`src/design/acmp_pkg.sv`:
```
// Purpose: shared constants and carrier types for the comparator control block
// Assumes: AHB-Lite word access, register index times four gives the byte address
// Notes:   reset values and bit positions live here only
package acmp_pkg;

   // register indices; byte address is index * 4
   localparam logic [7:0]  IDX_CSR  = 8'h50;
   localparam logic [7:0]  IDX_CCB  = 8'h7B;
   localparam logic [7:0]  IDX_IST  = 8'h7C;
   localparam logic [7:0]  IDX_IMK  = 8'h7D;
   localparam logic [7:0]  IDX_PID  = 8'h7E;
   localparam logic [31:0] ADDR_CSR = {22'h000000, IDX_CSR, 2'h0};
   localparam logic [31:0] ADDR_CCB = {22'h000000, IDX_CCB, 2'h0};
   localparam logic [31:0] ADDR_IST = {22'h000000, IDX_IST, 2'h0};
   localparam logic [31:0] ADDR_IMK = {22'h000000, IDX_IMK, 2'h0};
   localparam logic [31:0] ADDR_PID = {22'h000000, IDX_PID, 2'h0};

   // comparator_control_status fields
   localparam int unsigned CSR_DIS  = 7;
   localparam int unsigned CSR_BG   = 6;
   localparam int unsigned CSR_RES  = 5;
   localparam int unsigned CSR_FLAG = 4;
   localparam int unsigned CSR_IE   = 3;
   localparam int unsigned CSR_CAP  = 2;
   localparam int unsigned CSR_MHI  = 1;
   localparam int unsigned CSR_MLO  = 0;
   // converter_control_b fields
   localparam int unsigned CCB_MUXEN = 6;
   localparam int unsigned CCB_TRHI  = 2;
   localparam int unsigned CCB_TRLO  = 0;
   // comparator_pin_input_disable fields
   localparam int unsigned PID_NEG = 1;
   localparam int unsigned PID_POS = 0;
   // interrupt status / mask field
   localparam int unsigned IST_CMP = 0;

   localparam logic [7:0] CSR_RST = 8'h00;
   localparam logic [7:0] CCB_RST = 8'h00;
   localparam logic [7:0] PID_RST = 8'h00;
   localparam logic       IMK_RST = 1'b1;

   localparam logic [1:0] HTRANS_NONSEQ = 2'h2;
   localparam logic       HRESP_OKAY    = 1'b0;

   typedef enum logic [1:0] {
      ACMP_MODE_TOGGLE = 2'h0,
      ACMP_MODE_RSVD   = 2'h1,
      ACMP_MODE_FALL   = 2'h2,
      ACMP_MODE_RISE   = 2'h3
   } acmp_mode_t;

   typedef enum logic [2:0] {REG_NONE, REG_CSR, REG_CCB, REG_IST, REG_IMK, REG_PID} acmp_reg_t;
   typedef enum logic [0:0] {BUS_IDLE, BUS_WAIT} acmp_bus_t;

   typedef struct packed {
      logic        hsel;
      logic [31:0] haddr;
      logic [1:0]  htrans;
      logic        hwrite;
      logic [2:0]  hsize;
      logic        hready;
      logic [31:0] hwdata;
   } acmp_ahb_req_t;

   typedef struct packed {
      logic        hreadyout;
      logic        hresp;
      logic [31:0] hrdata;
   } acmp_ahb_rsp_t;

   // controls toward the analog comparator and its pins
   typedef struct packed {
      logic       power_down;
      logic       bandgap_select;
      logic       neg_use_mux;
      logic [2:0] neg_channel;
      logic       pos_pin_dig_off;
      logic       neg_pin_dig_off;
   } acmp_ana_t;

endpackage

```
`src/design/acmp_top.sv`:
```
// Purpose: digital control of the on-chip voltage comparator
// Assumes: raw comparator output is asynchronous; pins and enables synchronous
// Notes:   AHB-Lite slave with one wait state on every NONSEQ transfer; SEQ transfers are ignored
//
// Contract
// - result bit high when positive above negative
// - mux enabled, converter off: channel picks input
// - otherwise dedicated negative pin is used
// - bandgap select replaces the positive pin
// - raw output synchronised, one to two cycles
// - matching output event sets interrupt flag
// - request needs flag, enable and global enable
// - flag cleared by vector or writing one
// - mode: toggle, reserved, falling, rising
// - capture enable routes output to timer
// - disable bit powers the comparator off
// - input disable forces port bit to zero
//
// The AHB-Lite slave port was left to the implementer.
`timescale 1ns/1ps

module acmp_top (
   input  wire logic                   clock_i,
   input  wire logic                   arst_n_i,
   input  wire acmp_pkg::acmp_ahb_req_t ahb_req_i,
   output      acmp_pkg::acmp_ahb_rsp_t ahb_rsp_o,
   input  wire logic                   comp_raw_i,
   input  wire logic                   converter_enable_i,
   input  wire logic [2:0]             channel_select_i,
   input  wire logic                   global_irq_en_i,
   input  wire logic                   irq_ack_i,
   input  wire logic [1:0]             pin_raw_i,
   output      acmp_pkg::acmp_ana_t     ana_o,
   output      logic [1:0]             port_in_o,
   output      logic [2:0]             trigger_source_o,
   output      logic                   capture_o,
   output      logic                   irq_o
);

   typedef struct packed {
      acmp_pkg::acmp_bus_t     bus_st;
      acmp_pkg::acmp_reg_t     sel;
      logic                    wr;
      acmp_pkg::acmp_ahb_rsp_t rsp;
      logic                    dis;
      logic                    bg;
      logic                    flag;
      logic                    ie;
      logic                    cap;
      logic [1:0]              mode;
      logic                    muxen;
      logic [2:0]              trig;
      logic [1:0]              pid;
      logic                    imk;
      logic                    sync1;
      logic                    sync2;
      logic                    prev;
      logic                    capture;
      logic                    irq;
      acmp_pkg::acmp_ana_t     ana;
      logic [1:0]              port_in;
   } acmp_state_t;

   localparam acmp_state_t ST_RST = '{
      bus_st:  acmp_pkg::BUS_IDLE,
      sel:     acmp_pkg::REG_NONE,
      wr:      1'b0,
      rsp:     '{hreadyout: 1'b1, hresp: acmp_pkg::HRESP_OKAY, hrdata: 32'h00000000},
      dis:     acmp_pkg::CSR_RST[acmp_pkg::CSR_DIS],
      bg:      acmp_pkg::CSR_RST[acmp_pkg::CSR_BG],
      flag:    acmp_pkg::CSR_RST[acmp_pkg::CSR_FLAG],
      ie:      acmp_pkg::CSR_RST[acmp_pkg::CSR_IE],
      cap:     acmp_pkg::CSR_RST[acmp_pkg::CSR_CAP],
      mode:    acmp_pkg::CSR_RST[acmp_pkg::CSR_MHI:acmp_pkg::CSR_MLO],
      muxen:   acmp_pkg::CCB_RST[acmp_pkg::CCB_MUXEN],
      trig:    acmp_pkg::CCB_RST[acmp_pkg::CCB_TRHI:acmp_pkg::CCB_TRLO],
      pid:     acmp_pkg::PID_RST[acmp_pkg::PID_NEG:acmp_pkg::PID_POS],
      imk:     acmp_pkg::IMK_RST,
      sync1:   1'b0,
      sync2:   1'b0,
      prev:    1'b0,
      capture: 1'b0,
      irq:     1'b0,
      ana:     '{power_down: 1'b0, bandgap_select: 1'b0, neg_use_mux: 1'b0,
                 neg_channel: 3'h0, pos_pin_dig_off: 1'b0, neg_pin_dig_off: 1'b0},
      port_in: 2'h0
   };

   acmp_state_t s_r;
   acmp_state_t s_nxt;

   // unmapped addresses decode to none: reads give zero, writes vanish
   function automatic acmp_pkg::acmp_reg_t reg_decode(input logic [31:0] addr);
      acmp_pkg::acmp_reg_t r;
      case (addr)
         acmp_pkg::ADDR_CSR: r = acmp_pkg::REG_CSR;
         acmp_pkg::ADDR_CCB: r = acmp_pkg::REG_CCB;
         acmp_pkg::ADDR_IST: r = acmp_pkg::REG_IST;
         acmp_pkg::ADDR_IMK: r = acmp_pkg::REG_IMK;
         acmp_pkg::ADDR_PID: r = acmp_pkg::REG_PID;
         default:            r = acmp_pkg::REG_NONE;
      endcase
      return r;
   endfunction

   function automatic logic [31:0] reg_read(input acmp_state_t s);
      logic [31:0] d;
      d = 32'h00000000;
      case (s.sel)
         acmp_pkg::REG_CSR: begin
            d[acmp_pkg::CSR_DIS]                    = s.dis;
            d[acmp_pkg::CSR_BG]                     = s.bg;
            d[acmp_pkg::CSR_RES]                    = s.sync2;
            d[acmp_pkg::CSR_FLAG]                   = s.flag;
            d[acmp_pkg::CSR_IE]                     = s.ie;
            d[acmp_pkg::CSR_CAP]                    = s.cap;
            d[acmp_pkg::CSR_MHI:acmp_pkg::CSR_MLO]  = s.mode;
         end
         acmp_pkg::REG_CCB: begin
            d[acmp_pkg::CCB_MUXEN]                  = s.muxen;
            d[acmp_pkg::CCB_TRHI:acmp_pkg::CCB_TRLO] = s.trig;
         end
         acmp_pkg::REG_IST: d[acmp_pkg::IST_CMP] = s.flag;
         acmp_pkg::REG_IMK: d[acmp_pkg::IST_CMP] = s.imk;
         acmp_pkg::REG_PID: d[acmp_pkg::PID_NEG:acmp_pkg::PID_POS] = s.pid;
         default:           d = 32'h00000000;
      endcase
      return d;
   endfunction

   always_comb begin
      logic        accept;
      logic        wr_now;
      logic [7:0]  wd;
      logic        flag_clr;
      logic        ev;
      logic        toggled;
      accept   = 1'b0;
      wr_now   = 1'b0;
      wd       = 8'h00;
      flag_clr = 1'b0;
      ev       = 1'b0;
      toggled  = 1'b0;
      s_nxt    = s_r;

      // bus slave: address taken, one wait cycle, then answer
      case (s_r.bus_st)
         acmp_pkg::BUS_IDLE: begin
            accept = ahb_req_i.hsel & ahb_req_i.hready &
                     (ahb_req_i.htrans == acmp_pkg::HTRANS_NONSEQ);
            if (accept) begin
               s_nxt.bus_st        = acmp_pkg::BUS_WAIT;
               s_nxt.sel           = reg_decode(ahb_req_i.haddr);
               s_nxt.wr            = ahb_req_i.hwrite;
               s_nxt.rsp.hreadyout = 1'b0;
            end
         end
         acmp_pkg::BUS_WAIT: begin
            // the wait cycle lets a read see every earlier write
            s_nxt.bus_st        = acmp_pkg::BUS_IDLE;
            s_nxt.rsp.hreadyout = 1'b1;
            wr_now              = s_r.wr;
            wd                  = ahb_req_i.hwdata[7:0];
            s_nxt.rsp.hrdata    = s_r.wr ? 32'h00000000 : reg_read(s_r);
         end
         default: begin
            s_nxt.bus_st        = acmp_pkg::BUS_IDLE;
            s_nxt.rsp.hreadyout = 1'b1;
         end
      endcase
      s_nxt.rsp.hresp = acmp_pkg::HRESP_OKAY;

      if (wr_now) begin
         case (s_r.sel)
            acmp_pkg::REG_CSR: begin
               s_nxt.dis  = wd[acmp_pkg::CSR_DIS];
               s_nxt.bg   = wd[acmp_pkg::CSR_BG];
               s_nxt.ie   = wd[acmp_pkg::CSR_IE];
               s_nxt.cap  = wd[acmp_pkg::CSR_CAP];
               s_nxt.mode = wd[acmp_pkg::CSR_MHI:acmp_pkg::CSR_MLO];
               flag_clr   = wd[acmp_pkg::CSR_FLAG];
            end
            acmp_pkg::REG_CCB: begin
               s_nxt.muxen = wd[acmp_pkg::CCB_MUXEN];
               s_nxt.trig  = wd[acmp_pkg::CCB_TRHI:acmp_pkg::CCB_TRLO];
            end
            acmp_pkg::REG_IST: flag_clr  = wd[acmp_pkg::IST_CMP];
            acmp_pkg::REG_IMK: s_nxt.imk = wd[acmp_pkg::IST_CMP];
            acmp_pkg::REG_PID: s_nxt.pid = wd[acmp_pkg::PID_NEG:acmp_pkg::PID_POS];
            default: ;
         endcase
      end

      // two-stage synchroniser; only sync2 feeds any logic
      s_nxt.sync1 = comp_raw_i;
      s_nxt.sync2 = s_r.sync1;
      s_nxt.prev  = s_r.sync2;

      toggled = s_r.sync2 ^ s_r.prev;
      // no gating by the disable bit: changing it may fire an event
      case (acmp_pkg::acmp_mode_t'(s_r.mode))
         acmp_pkg::ACMP_MODE_TOGGLE: ev = toggled;
         acmp_pkg::ACMP_MODE_FALL:   ev = toggled & ~s_r.sync2;
         acmp_pkg::ACMP_MODE_RISE:   ev = toggled & s_r.sync2;
         default:                    ev = 1'b0;
      endcase

      // a new event beats a clear in the same cycle
      s_nxt.flag = (s_r.flag & ~(flag_clr | irq_ack_i)) | ev;

      s_nxt.irq     = s_nxt.flag & s_nxt.ie & global_irq_en_i & s_nxt.imk;
      s_nxt.capture = s_nxt.cap & s_r.sync2;

      s_nxt.ana.power_down     = s_nxt.dis;
      s_nxt.ana.bandgap_select = s_nxt.bg;
      // mux path also needs the converter disabled
      s_nxt.ana.neg_use_mux    = s_nxt.muxen & ~converter_enable_i;
      s_nxt.ana.neg_channel    = s_nxt.ana.neg_use_mux ? channel_select_i : 3'h0;
      s_nxt.ana.pos_pin_dig_off = s_nxt.pid[acmp_pkg::PID_POS];
      s_nxt.ana.neg_pin_dig_off = s_nxt.pid[acmp_pkg::PID_NEG];
      s_nxt.port_in = pin_raw_i & ~s_nxt.pid;
   end

   always_ff @(posedge clock_i or negedge arst_n_i) begin
      if (!arst_n_i) begin
         s_r <= ST_RST;
      end else begin
         s_r <= s_nxt;
      end
   end

   assign ahb_rsp_o        = s_r.rsp;
   assign ana_o            = s_r.ana;
   assign port_in_o        = s_r.port_in;
   assign trigger_source_o = s_r.trig;
   assign capture_o        = s_r.capture;
   assign irq_o            = s_r.irq;

endmodule // acmp_top

```
`config.mk`:
```
export PLATFORM = sky130hd
export DESIGN_NAME = acmp_top
export DESIGN_NICKNAME = d
export VERILOG_FILES = /design/src/design/acmp_pkg.sv /design/src/design/acmp_top.sv
export SDC_FILE = /design/constraint.sdc
export NUM_CORES = 1
export LEC_CHECK = 0
export BUFFER_PORTS_ARGS = -buffer_cell sky130_fd_sc_hd__buf_2
export CAP_MARGIN = 10
export CORE_MARGIN = 4
export CORE_UTILIZATION = 46
export CTS_CLUSTER_SIZE = 30
export DETAILED_ROUTE_END_ITERATION = 8
export MAX_ROUTING_LAYER = met4
export PLACE_DENSITY = 0.86
export SETUP_SLACK_MARGIN = 0.15
export SLEW_MARGIN = 0
export SYNTH_ARGS = -nofsm -noshare
export SYNTH_HDL_FRONTEND = slang
export SYNTH_SLANG_ARGS = --single-unit
```
`constraint.sdc`:
```
create_clock -name clock_i -period 2.6 [get_ports clock_i]
set_clock_uncertainty 0.15 [all_clocks]
set_input_delay 0.78 -clock clock_i [delete_from_list [all_inputs] [get_ports clock_i]]
set_output_delay 0.78 -clock clock_i [all_outputs]
set_load 0.02 [all_outputs]
```
==> results.md, run 1 <==
Status:
- The flow ran to the end, and the final reports show no timing, DRC or antenna violations.

Worst setup path:
- The largest single stage delay on the critical path is 530 ps.
- The maximum fanout encountered on the critical timing path is 2.
- The largest delay contributor family on the critical path is flip-flops.
- The worst path required time is 1670 ps.
- Walking the worst path, the cells encountered are buf_2.
- The internal reg-to-reg setup slack is 800 ps.
- The worst setup path is launched from a register.
- The combined buffer and inverter count along the critical path is 1.
- The library cell contributing the largest single delay on the critical path is sky130_fd_sc_hd__dfstp_2.
- The data arrival time of the worst path is 980 ps.
- The critical path is of the register to output port type.
- STA classifies the critical path endpoint as an output port.

Floorplan:
- The die footprint is 5640 um2.
- During I/O placement, the number of pins put on the boundary was 132.
- The site row count is 24.
- From left edge to right edge, the die measures 75.1 um.
- The core area is 4350 um2.
- The vertical die dimension is 75.1 um.
- The initial core utilization is 47.6%.

CTS:
- Clock latency on the worst-skew pair, taken at its later pin, is 290 ps.
- The H-tree depth reported by CTS is 2.
- Gates resized during post-CTS repair numbered 0.
- The TritonCTS clock tree is built.
- The root buffer selected by CTS is sky130_fd_sc_hd__clkbuf_8.
- Buffers added to address setup during post-CTS repair amount to 0.
- Hold repair after CTS inserted 0 buffers.
- The clock-pin slew on the worst setup and hold paths is 80 ps.
- The number of CTS-inserted buffers is 5.
- The clock sink total is 39.
- The maximum buffer depth of the clock tree is 2.

Min path:
- In this run the worst hold path is classified as register to register.

Global routing:
- The first global-routing pass estimated 6260 um of wire.
- The via count of the first global-routing pass was 1421.
- The number of antenna violations at the first check in global routing is 0.
- Global routing finished with a remaining overflow of 0.
- Entering global routing, the biggest net connects 40 pins.
- The overall global routing resource usage is 15.2%.

Detailed routing:
- The number of nets still failing antenna checks after routing is 0.
- The detailed-router iteration count before antenna repair is 4.
- Summed over all layers, the routed wires come to 4020 um.
- The average via count per standard cell is 4.78.
- The average detailed-routed wire length per instance is 13.4 um.
- The number of DRC violations after detailed-routing iteration 0 is 40.
- For this run, design rule violations remaining after detail routing come to 0.
- The total via count after detailed routing is 1433.

Timing:
- For the final routed database, the setup TNS stands at 0 ps.
- The top achievable clock speed is 524 MHz.
- The number of endpoints with negative hold slack in the final report is 0.
- Setup repair after global routing left no endpoint under its margin.
- The fraction of the cycle the final worst path needs is 73.4%.
- The final number of max-transition violations was 0.
- In the post-route analysis, the smallest setup slack over all paths is 691 ps.
- Setup violations remaining at the end of the flow were counted as 0.
- The shortest period the worst path allows is 1910 ps.

Place:
- The post-placement worst setup slack is 582 ps.
- During placement, the flow inserted port buffers numbering 78.
- Routability-driven placement finished with a final weighted congestion of 0.837.
- In this run, placement finished with an instance count of 292.
- Once detailed placement completed, the half-perimeter wirelength came to 3180 um.

Logic synthesis:
- The count of yosys warnings during synthesis is 0.
- The unique cell type count in the Yosys netlist is 43.
- The netlist area before placement is 2070 um2.
- Sequential cells were found to cover 47.2% of the synthesized design area.
- The average size of a mapped cell is 11.1 um2.
- In the post-synthesis netlist, the biggest area contributors are sky130_fd_sc_hd__dfrtp_1, sky130_fd_sc_hd__buf_4, sky130_fd_sc_hd__mux2_2.
- The synthesized design spends more area on one cell type than any other, namely sky130_fd_sc_hd__dfrtp_1.
- The gate count after technology mapping is 187.
- The synthesized design contains 39 register bits.
- The fraction of synthesized cell area taken by the top area cell type is 44.7%.

Cells and area:
- The number of standard cells in the final layout excluding fillers is 300.
- The top cell types in the final layout, fill and taps aside, are sky130_fd_sc_hd__buf_2, sky130_fd_sc_hd__dfrtp_1, sky130_fd_sc_hd__conb_1.
- The diode insertion count for antenna repair is 0.
- Of the cells placed in the final design, the portion with a size suffix greater than 1 is 44.8%.
- The library cell used most frequently in the layout, excluding fill and tap cells, is sky130_fd_sc_hd__buf_2.
- The post-layout net count is 330.
- The layout-stage area growth over the synthesis result is 12.8%.
- The count of filler cells inserted in the layout is 390.

Flow run:
- The tool flagged a number of max-cap violations equal to 0.

Pwr:
- The maximum resistive drop on vdd is 0.000264 V.
- The total power per unit cell area is 503 nW/um2.
- The leakage dissipation is 1.24 nW.
[power breakdown]
group | switching [mW] | leakage, nW | internal, mW
combinational | 0.0846 | 0.691 | 0.0505
clock | 0.218 | 0.0402 | 0.186
sequential | 0.0114 | 0.510 | 0.624
total | 0.314 | 1.24 | 0.861
[cells in the mapped netlist, drive strengths merged]
master / instances
a22o: 8
nor4b: 3
o2111a: 1
and2: 4
nand2: 3
a21oi: 2
inv: 7
nor4: 4
a32oi: 1
o22ai: 1
nand3b: 1
o21ai: 1
nor2b: 3
or2b: 1
dfstp: 2
mux2: 15
xor2: 1
nand3: 4
a22oi: 2
nand4: 2
buf: 50
nor2: 13
mux2i: 2
and3: 1
or2: 1
a2111oi: 2
a211o: 1
dfrtp: 37
or3: 2
o2bb2ai: 3
or4: 1
nor3: 3
conb: 1
xnor2: 1
nand2b: 3
[layer usage]
metal  global-route usage (%)  wire (um)
met1                     19.1       1630
met2                     24.3       1990
met3                     3.60        355
met4                     4.74         49
met5                        -          0
[flip-flops by register name, summed over array words and instances, names as in the netlist]
name	flops
ana_o	7
ahb_rsp_o	9
irq_o	1
port_in_o	2
s_r	14
s_nxt	2
capture_o	1
trigger_source_o	3
[per-stage QoR]
step	instance area, um2	power [mW]	hold slack (ps)	util, %
final	2340	1.17	206	53.7
after global routing	2340	1.23	216	53.7
after CTS	2340	1.19	208	53.7
after detailed placement	2250	0.783	190	51.6
after global placement	2250	0.780	185	51.6
after floorplan	2160	0.753	181	-
[worst paths after layout]
| path | from | endpoint | cells past startpoint |
|---|---|---|---|
| worst min register to register | s_nxt[13] | s_nxt[12] | 0 |
| max in group asynchronous | arst_n_i | s_r[15] | 2 |
| worst max-delay path | ahb_rsp_o[33] | ahb_rsp_o[33] | 1 |
| min in group asynchronous | arst_n_i | s_r[63] | 2 |
| worst max register to register | s_r[65] | capture_o | 4 |
| worst min-delay path | s_nxt[13] | s_nxt[12] | 0 |
[kinds of logic (layout without fill, tap and decap cells)]
| family | count (synthesis) | after routing | synth area share, % |
|---|---|---|---|
| compound gates | 22 | 22 | 8.88 |
| xor+xnor | 2 | 2 | 0.846 |
| buf+inv | 57 | 94 | 19.4 |
| flops | 39 | 39 | 47.2 |
| mux | 17 | 17 | 9.12 |
| other cells | 1 | 25 | 0.181 |
| simple gates | 49 | 49 | 14.3 |
[layout make-up]
class                      count  area (um2)  area share [%]
clock inverter                 3        20.0           0.857
inverter                       7        26.3            1.12
tap                           52        65.1            2.78
sequential                    39         978            41.9
multi-input combinational    115         781            33.4
timing repair buffer          79         398            17.0
clock buffer                   5        68.8            2.94
No activity file was read; power rests on OpenSTA's default activity.
==> run 2, diff against run 1 <==
--- a/config.mk
+++ b/config.mk
@@ -5,14 +5,15 @@
 export SDC_FILE = /design/constraint.sdc
 export NUM_CORES = 1
 export LEC_CHECK = 0
+export ABC_AREA = 1
 export BUFFER_PORTS_ARGS = -buffer_cell sky130_fd_sc_hd__buf_2
 export CAP_MARGIN = 10
 export CORE_MARGIN = 4
-export CORE_UTILIZATION = 46
+export CORE_UTILIZATION = 44
 export CTS_CLUSTER_SIZE = 30
 export DETAILED_ROUTE_END_ITERATION = 8
 export MAX_ROUTING_LAYER = met4
-export PLACE_DENSITY = 0.86
+export PLACE_DENSITY = 0.81
 export SETUP_SLACK_MARGIN = 0.15
 export SLEW_MARGIN = 0
 export SYNTH_ARGS = -nofsm -noshare
==> constraint.sdc (replaced) <==
create_clock -name clock_i -period 1.9 [get_ports clock_i]
set_clock_uncertainty 0.15 [all_clocks]
set_input_delay 0.57 -clock clock_i [delete_from_list [all_inputs] [get_ports clock_i]]
set_output_delay 0.57 -clock clock_i [all_outputs]
set_load 0.02 [all_outputs]
==> run 2 against run 1 <==
Combinational power grew 47%; total power rose by 37%; clock power rose by 35%; design area up 8.5%; core utilization fell by 1.0 points; area after synthesis is 7.7% higher; non-clock buffer count stayed put; setup slack got worse by 490 ps; sequential share of layout area decreased by 3.3 points; largest cell class unchanged; highest routed layer unchanged.
==> results.md, run 2 <==
Timing:
- The final setup violation count is 0 (unchanged).
- The worst hold slack across all endpoints came to 34.0 ps (-172 ps).
- The final setup slack of the worst path came to 198 ps (-494 ps).
- Setup repair after global routing left no endpoint under its margin.
- The top achievable clock speed is 587 MHz.
- Dividing the final minimum period by the clock period gives 89.6%.
- The number of endpoints with negative hold slack in the final report is 0 (unchanged).
- The shortest period the worst path allows is 1700 ps.
- The final number of max-transition violations was 0 (unchanged).
- The total negative setup slack was 0 ps (unchanged).

Pwr:
- The total power per unit cell area is 634 nW/um2 (+26%).
- The leakage dissipation is 1.47 nW (+19%).
- The final total power is 1.61 mW (+37%).
- The maximum resistive drop on vdd is 0.000249 V (-5.6%).

CTS:
- The number of CTS-inserted buffers is 5 (unchanged).
- The number of post-CTS setup repair buffers is 0 (unchanged).
- The clock sink total came to 39 (unchanged).
- The clock-pin slew on the worst setup and hold paths is 80 ps (about the same).
- The H-tree depth reported by CTS is 2 (unchanged).
- The clock latency on the worst-skew pair is 300 ps (about the same).
- The count of hold-fix buffers inserted at cts is 0 (unchanged).
- The root buffer selected by CTS is sky130_fd_sc_hd__clkbuf_8.
- The TritonCTS clock tree is built.
- The maximum buffer depth of the clock tree is 2 (unchanged).
- The post-cts repair resize count is 0 (unchanged).

Logic synthesis:
- Yosys attributes the largest share of cell area to sky130_fd_sc_hd__dfrtp_1, sky130_fd_sc_hd__buf_4, sky130_fd_sc_hd__nand2_1.
- The count of yosys warnings during synthesis is 0 (unchanged).
- The flip-flop and latch count after synthesis was 39 (unchanged).
- In the synthesized netlist, the cells that appear most often are sky130_fd_sc_hd__nand2_1, sky130_fd_sc_hd__buf_4, sky130_fd_sc_hd__nor2_1.
- The number of enable-type register cells in the synthesized netlist is 0 (unchanged).
- The fraction of synthesized cell area taken by the top area cell type is 41.5% (-3.2 points).
- The most frequently used flop master after synthesis is sky130_fd_sc_hd__dfrtp_1.
- The average size of a mapped cell came to 7.75 um2 (-30%).
- The netlist area before placement came to 2230 um2 (+7.7%).
- The unique cell type count in the Yosys netlist was 26 (-40%).
- The gate count after technology mapping came to 288 (+54%).
- The share of flip-flops with an asynchronous set or reset came to 100% (unchanged).
- The post-synthesis sequential area ratio is 43.9% (-3.4 points).
- sky130_fd_sc_hd__nand2_1 is the most common cell in the netlist.
- Of all cell types, the one taking the most synthesized area is sky130_fd_sc_hd__dfrtp_1.

Floorplan:
- The core area came to 4820 um2 (+11%).
- The initial core utilization came to 46.3% (-1.3 points).
- The die footprint came to 6270 um2 (+11%).
- The horizontal extent of the die is 79.2 um (+5.4%).
- The site row count is 25 (+4.2%).
- The vertical die dimension was 79.2 um (+5.4%).
- The I/O pin count is 132 (unchanged).

Global routing:
- The global-route wire length before repair is 7010 um (+12%).
- The number of antenna violations at the first check in global routing is 0 (unchanged).
- The overall global routing resource usage is 14.6% (-0.62 points).
- The remaining global-route overflow is 0 (unchanged).
- The maximum number of pins on one net before global-route repair is 25 (-38%).
- The via count of the first global-routing pass is 1689 (+19%).

Min path:
- The worst min-delay path class is input port to async pin.

Detailed routing:
- The average detailed-routed wire length per instance is 10.1 um (-24%).
- The average via count per standard cell is 4.32 (-9.5%).
- The total via count after detailed routing came to 1806 (+26%).
- The number of DRC violations after detailed-routing iteration 0 was 86 (+110%).
- The total length of routed wires is 4230 um (+5.3%).
- The detailed-router iteration count before antenna repair came to 4 (unchanged).
- The number of nets still failing antenna checks after routing is 0 (unchanged).
- The remaining routing DRC violations was 0 (unchanged).

Flow run:
- The count of maximum capacitance violations is 0 (unchanged).

Place:
- The placer congestion estimate came to 0.856 (+2.3%).
- The port buffer count was 78 (unchanged).
- The post-placement worst setup slack is 303 ps (-280 ps).
- The total placed instance area is 2450 um2 (+9.0%).
- The half-perimeter wire length after placement was 3510 um (+10%).

Cells and area:
- Relative to the synthesized area, the layout overhead comes to 13.7%.
- The design area came to 2540 um2 (+8.5%).
- Leaving out fill and tap cells, the most frequent cells in the layout are sky130_fd_sc_hd__buf_2, sky130_fd_sc_hd__nand2_1, sky130_fd_sc_hd__nor2_1.
- The diode insertion count for antenna repair is 0 (unchanged).
- The flip-flop count of the largest register after layout is 14 (unchanged).
- The most common library cell in the layout ignoring fill and taps is sky130_fd_sc_hd__buf_2.
- The post-layout net count is 433 (+31%).
- Counting flops per register, the top entry is s_r.
- The share of layout cells above drive strength 1 is 29.1% (-16 points).

Worst setup path:
- STA classifies the critical path endpoint as an output port.
- The maximum fanout encountered on the critical timing path was 2 (unchanged).
- Walking the worst path, the cells encountered are buf_2.
- The data arrival time of the worst path was 980 ps (about the same).
- The worst setup path is of the register to output port kind.
- The worst path required time is 1180 ps (-490 ps).
- The largest delay contributor family on the critical path is flip-flops.
- The combined buffer and inverter count along the critical path is 1 (unchanged).
- The largest individual stage delay along the critical path comes from the cell sky130_fd_sc_hd__dfstp_2.
- The sort of element at the start of the critical path is a register.
- The biggest cell delay along the critical path is 530 ps (about the same).

Status:
- The run finished with clean final reports.
-- run 2: routing by layer --
metal | vias up | routed length [um] | global-route usage, %
met5 | - | 0 | -
met4 | 0 | 31 | 5.67
met3 | 3 | 366 | 3.51
met2 | 67 | 2030 | 24.1
met1 | 804 | 1810 | 17.2
li1 | 932 | - | -
-- run 2: worst reg2reg max path: stages, from the launching register on --
cell and delay [ps]:
sky130_fd_sc_hd__dfrtp_1 430, sky130_fd_sc_hd__inv_1 130, sky130_fd_sc_hd__nand2_4 80, sky130_fd_sc_hd__nor2_4 170, sky130_fd_sc_hd__nand2_2 180, sky130_fd_sc_hd__nand2_1 90
sky130_fd_sc_hd__nand2_1 90, sky130_fd_sc_hd__nand3_1 100, sky130_fd_sc_hd__nor2_1 40
-- run 2: cells by family after synthesis --
logic type | Yosys count | synth area share, %
AOI/OAI and AO/OA | 21 | 5.78
buffers and inverters | 81 | 21.9
DFF | 39 | 43.9
other | 1 | 0.168
and+or+nand+nor | 146 | 28.3
-- run 2: layout make-up --
cell class / instances / area [um2]
Clock buffer: 6 / 72.6
Multi-Input combinational cell: 192 / 855
Timing Repair Buffer: 79 / 410
Tap cell: 67 / 83.8
Inverter: 33 / 124
Sequential cell: 39 / 978
Fill cell: 484 / 2280
Clock inverter: 2 / 12.5
-- run 2: per-stage QoR --
stage / util (%) / std cells
finish: 52.6 / 418
global route: 52.6 / 418
CTS: 52.6 / 418
detailed placement: 50.9 / 410
global placement: 50.9 / 410
floorplan: - / 312
-- run 2: path summary, 6_finish.rpt --
path	from	endpoint	slack [ps]	cells past startpoint
max	ahb_rsp_o[33]	ahb_rsp_o[33]	200	1
max reg2reg	s_r[65]	irq_o	330	8
min	arst_n_i	s_r[25]	30	1
min in group clock_i	s_nxt[13]	s_nxt[12]	200	0
min reg2reg	s_nxt[13]	s_nxt[12]	200	0
max in group asynchronous	arst_n_i	s_nxt[13]	1110	2
-- run 2: where the power goes --
part           switching [mW]  total (mW)  internal, mW
Clock                   0.289       0.545         0.256
Sequential             0.0117       0.863         0.851
Combinational           0.129       0.199        0.0694
Total                   0.430        1.61          1.18
==> run 3, diff against run 2 <==
--- a/config.mk
+++ b/config.mk
@@ -13,7 +13,7 @@
 export CTS_CLUSTER_SIZE = 30
 export DETAILED_ROUTE_END_ITERATION = 8
 export MAX_ROUTING_LAYER = met4
-export PLACE_DENSITY = 0.81
+export PLACE_DENSITY = 0.83
 export SETUP_SLACK_MARGIN = 0.15
 export SLEW_MARGIN = 0
 export SYNTH_ARGS = -nofsm -noshare
==> run 3 against run 2 <==
Clock power up 47%; sequential share of layout area down 0.71 points; sequential cell count unchanged; die area unchanged; global-route usage up 1.1 points; non-clock buffer count unchanged; design area up 1.9%; setup slack better by 12 ps; core utilization up 0.99 points; critical endpoint unchanged; combinational power about the same; hold slack better by 19 ps; largest power group unchanged.
==> results.md, run 3 (synthesis gave the netlist of run 2 again) <==
Cells and area:
- The flip-flop count of the largest register after layout came to 14 (unchanged).
- The design area was 2580 um2 (+1.9%).
- The final design utilization is 53.6% (+0.99 points).
- The register ranked first by flip-flop count is s_r.
- In the layout the commonest cells are sky130_fd_sc_hd__buf_2, sky130_fd_sc_hd__nand2_1, sky130_fd_sc_hd__nor2_1.
- The diode insertion count for antenna repair is 0 (unchanged).
- The layout-stage area growth over the synthesis result is 15.8%.
- The post-layout net count is 433 (unchanged).
- The share of layout cells above drive strength 1 was 29.1% (unchanged).
- The library cell used most frequently in the layout, excluding fill and tap cells, is sky130_fd_sc_hd__buf_2.

Timing:
- The final number of max-transition violations is 0 (unchanged).
- Setup repair after global routing left no endpoint under its margin.
- The total negative setup slack is 0 ps (unchanged).
- The number of endpoints with negative hold slack in the final report is 0 (unchanged).
- The fraction of the cycle the final worst path needs came to 89.0% (-0.64 points).
- The shortest period the worst path allows was 1690 ps (-12.2 ps).
- The final setup slack of the worst path came to 210 ps (+12.2 ps).
- The final setup violation count is 0 (unchanged).
- The top achievable clock speed is 592 MHz (+0.72%).

Worst setup path:
- The internal reg-to-reg setup slack was 300 ps (-30 ps).
- Walking the worst path, the cells encountered are buf_2.
- The worst path required time is 1180 ps (about the same).
- The data arrival time of the worst path was 970 ps (about the same).
- The cell depth of the worst setup path was 1 (unchanged).
- The maximum fanout encountered on the critical timing path is 2 (unchanged).
- The largest delay contributor family on the critical path is flip-flops.
- The library cell contributing the largest single delay on the critical path is sky130_fd_sc_hd__dfstp_2.
- The critical path is of the register to output port type.
- The combined buffer and inverter count along the critical path is 1 (unchanged).
- The worst setup path is captured at an output port.
- The sort of element at the start of the critical path is a register.
- The count of cells along the worst register-to-register path is 8 (unchanged).
- The biggest cell delay along the critical path is 530 ps (about the same).

CTS:
- The post-cts repair resize count is 0 (unchanged).
- The number of post-CTS setup repair buffers came to 0 (unchanged).
- The count of hold-fix buffers inserted at cts is 0 (unchanged).
- The clock sink total is 39 (unchanged).
- The number of CTS-inserted buffers is 5 (unchanged).
- TritonCTS built the clock tree.
- The root buffer selected by CTS is sky130_fd_sc_hd__clkbuf_8.
- The clock-pin slew on the worst setup and hold paths was 80 ps (about the same).
- The clock latency on the worst-skew pair is 290 ps (about the same).
- The maximum buffer depth of the clock tree was 2 (unchanged).
- The H-tree depth reported by CTS is 2 (unchanged).

Floorplan:
- The I/O pin count was 132 (unchanged).
- The initial core utilization was 46.3% (unchanged).
- The core area came to 4820 um2 (unchanged).
- The die footprint is 6270 um2 (unchanged).
- The vertical die dimension is 79.2 um (unchanged).
- The horizontal extent of the die is 79.2 um (unchanged).
- The site row count is 25 (unchanged).

Global routing:
- The maximum number of pins on one net before global-route repair is 23 (-8.0%).
- The remaining global-route overflow is 0 (unchanged).
- The number of antenna violations at the first check in global routing is 0 (unchanged).
- The overall global routing resource usage came to 15.7% (+1.1 points).
- The global-route wire length before repair is 7490 um (+6.8%).
- The via count of the first global-routing pass came to 1798 (+6.5%).

Min path:
- The worst hold path belongs to the class input port to async pin.

Place:
- The post-placement worst setup slack is 261 ps (-41.7 ps).
- The half-perimeter wire length after placement came to 3680 um (+5.0%).
- The port buffer count is 78 (unchanged).
- The placer congestion estimate is 0.877 (+2.4%).
- The total placed instance area is 2450 um2 (unchanged).

Detailed routing:
- The total via count after detailed routing is 1838 (+1.8%).
- The average detailed-routed wire length per instance came to 10.8 um (+7.0%).
- The detailed-router iteration count before antenna repair is 4 (unchanged).
- The total length of routed wires is 4530 um (+7.0%).
- The average via count per standard cell is 4.40 (+1.8%).
- The number of nets still failing antenna checks after routing is 0 (unchanged).
- The number of DRC violations after detailed-routing iteration 0 was 86 (unchanged).
- The remaining routing DRC violations is 0 (unchanged).

Pwr:
- The total power per unit cell area was 723 nW/um2 (+14%).
- The maximum resistive drop on vdd was 0.000341 V (+37%).
- The leakage dissipation is 1.50 nW (+1.6%).

Flow run:
- The count of maximum capacitance violations is 0 (unchanged).

Status:
- The run finished with clean final reports.
run 3: cell types whose count changed in the layout (fill, tap and decap cells not counted):
cell,before,now
sky130_fd_sc_hd__bufinv_16,0,2
sky130_fd_sc_hd__clkinv_2,1,0
sky130_fd_sc_hd__clkinvlp_4,1,0
run 3: area by class of cell:
class	instances	area [um2]
clock buffers	6	72.6
clock inverters	2	60.1
fillers	481	2230
inverters	33	124
multi-input cells	192	855
flip-flops and latches	39	978
well taps	67	83.8
repair buffers	79	410
run 3: final timing paths:
path                                    start             to
worst max-delay path            ahb_rsp_o[33]  ahb_rsp_o[33]
worst min-delay path                 arst_n_i   ahb_rsp_o[2]
worst max register to register        s_r[65]          irq_o
worst min register to register      s_nxt[13]      s_nxt[12]
max in group asynchronous            arst_n_i        s_r[24]
min in group clock_i                s_nxt[13]      s_nxt[12]
run 3: metrics by stage:
stage	power [mW]	hold WS, ps	cells
final	1.87	53.1	418
after floorplan	1.03	124	312
after CTS	1.89	61.8	418
after detailed placement	1.08	186	410
after global routing	1.96	74.5	418
after global placement	1.07	184	410
run 3: metal layers:
layer	up-vias	global-route usage [%]	share of wire, %
li1	931	-	-
met1	832	17.2	40
met5	-	-	0
met3	6	4.76	8.7
met2	69	27.1	50
met4	0	5.15	1.2
run 3: where the power goes:
group / switching (mW) / internal [mW] / total (mW)
combinational: 0.131 / 0.0695 / 0.201
sequential: 0.0116 / 0.852 / 0.863
clock: 0.278 / 0.525 / 0.803
total: 0.421 / 1.45 / 1.87
run 3: worst register-to-register path, cell delays in order, from the launching register on:
cell and delay, ps:
sky130_fd_sc_hd__dfrtp_1 440, sky130_fd_sc_hd__inv_1 140, sky130_fd_sc_hd__nand2_4 80, sky130_fd_sc_hd__nor2_4 170, sky130_fd_sc_hd__nand2_2 180, sky130_fd_sc_hd__nand2_1 90, sky130_fd_sc_hd__nand2_1 90, sky130_fd_sc_hd__nand3_1 100
sky130_fd_sc_hd__nor2_1 40
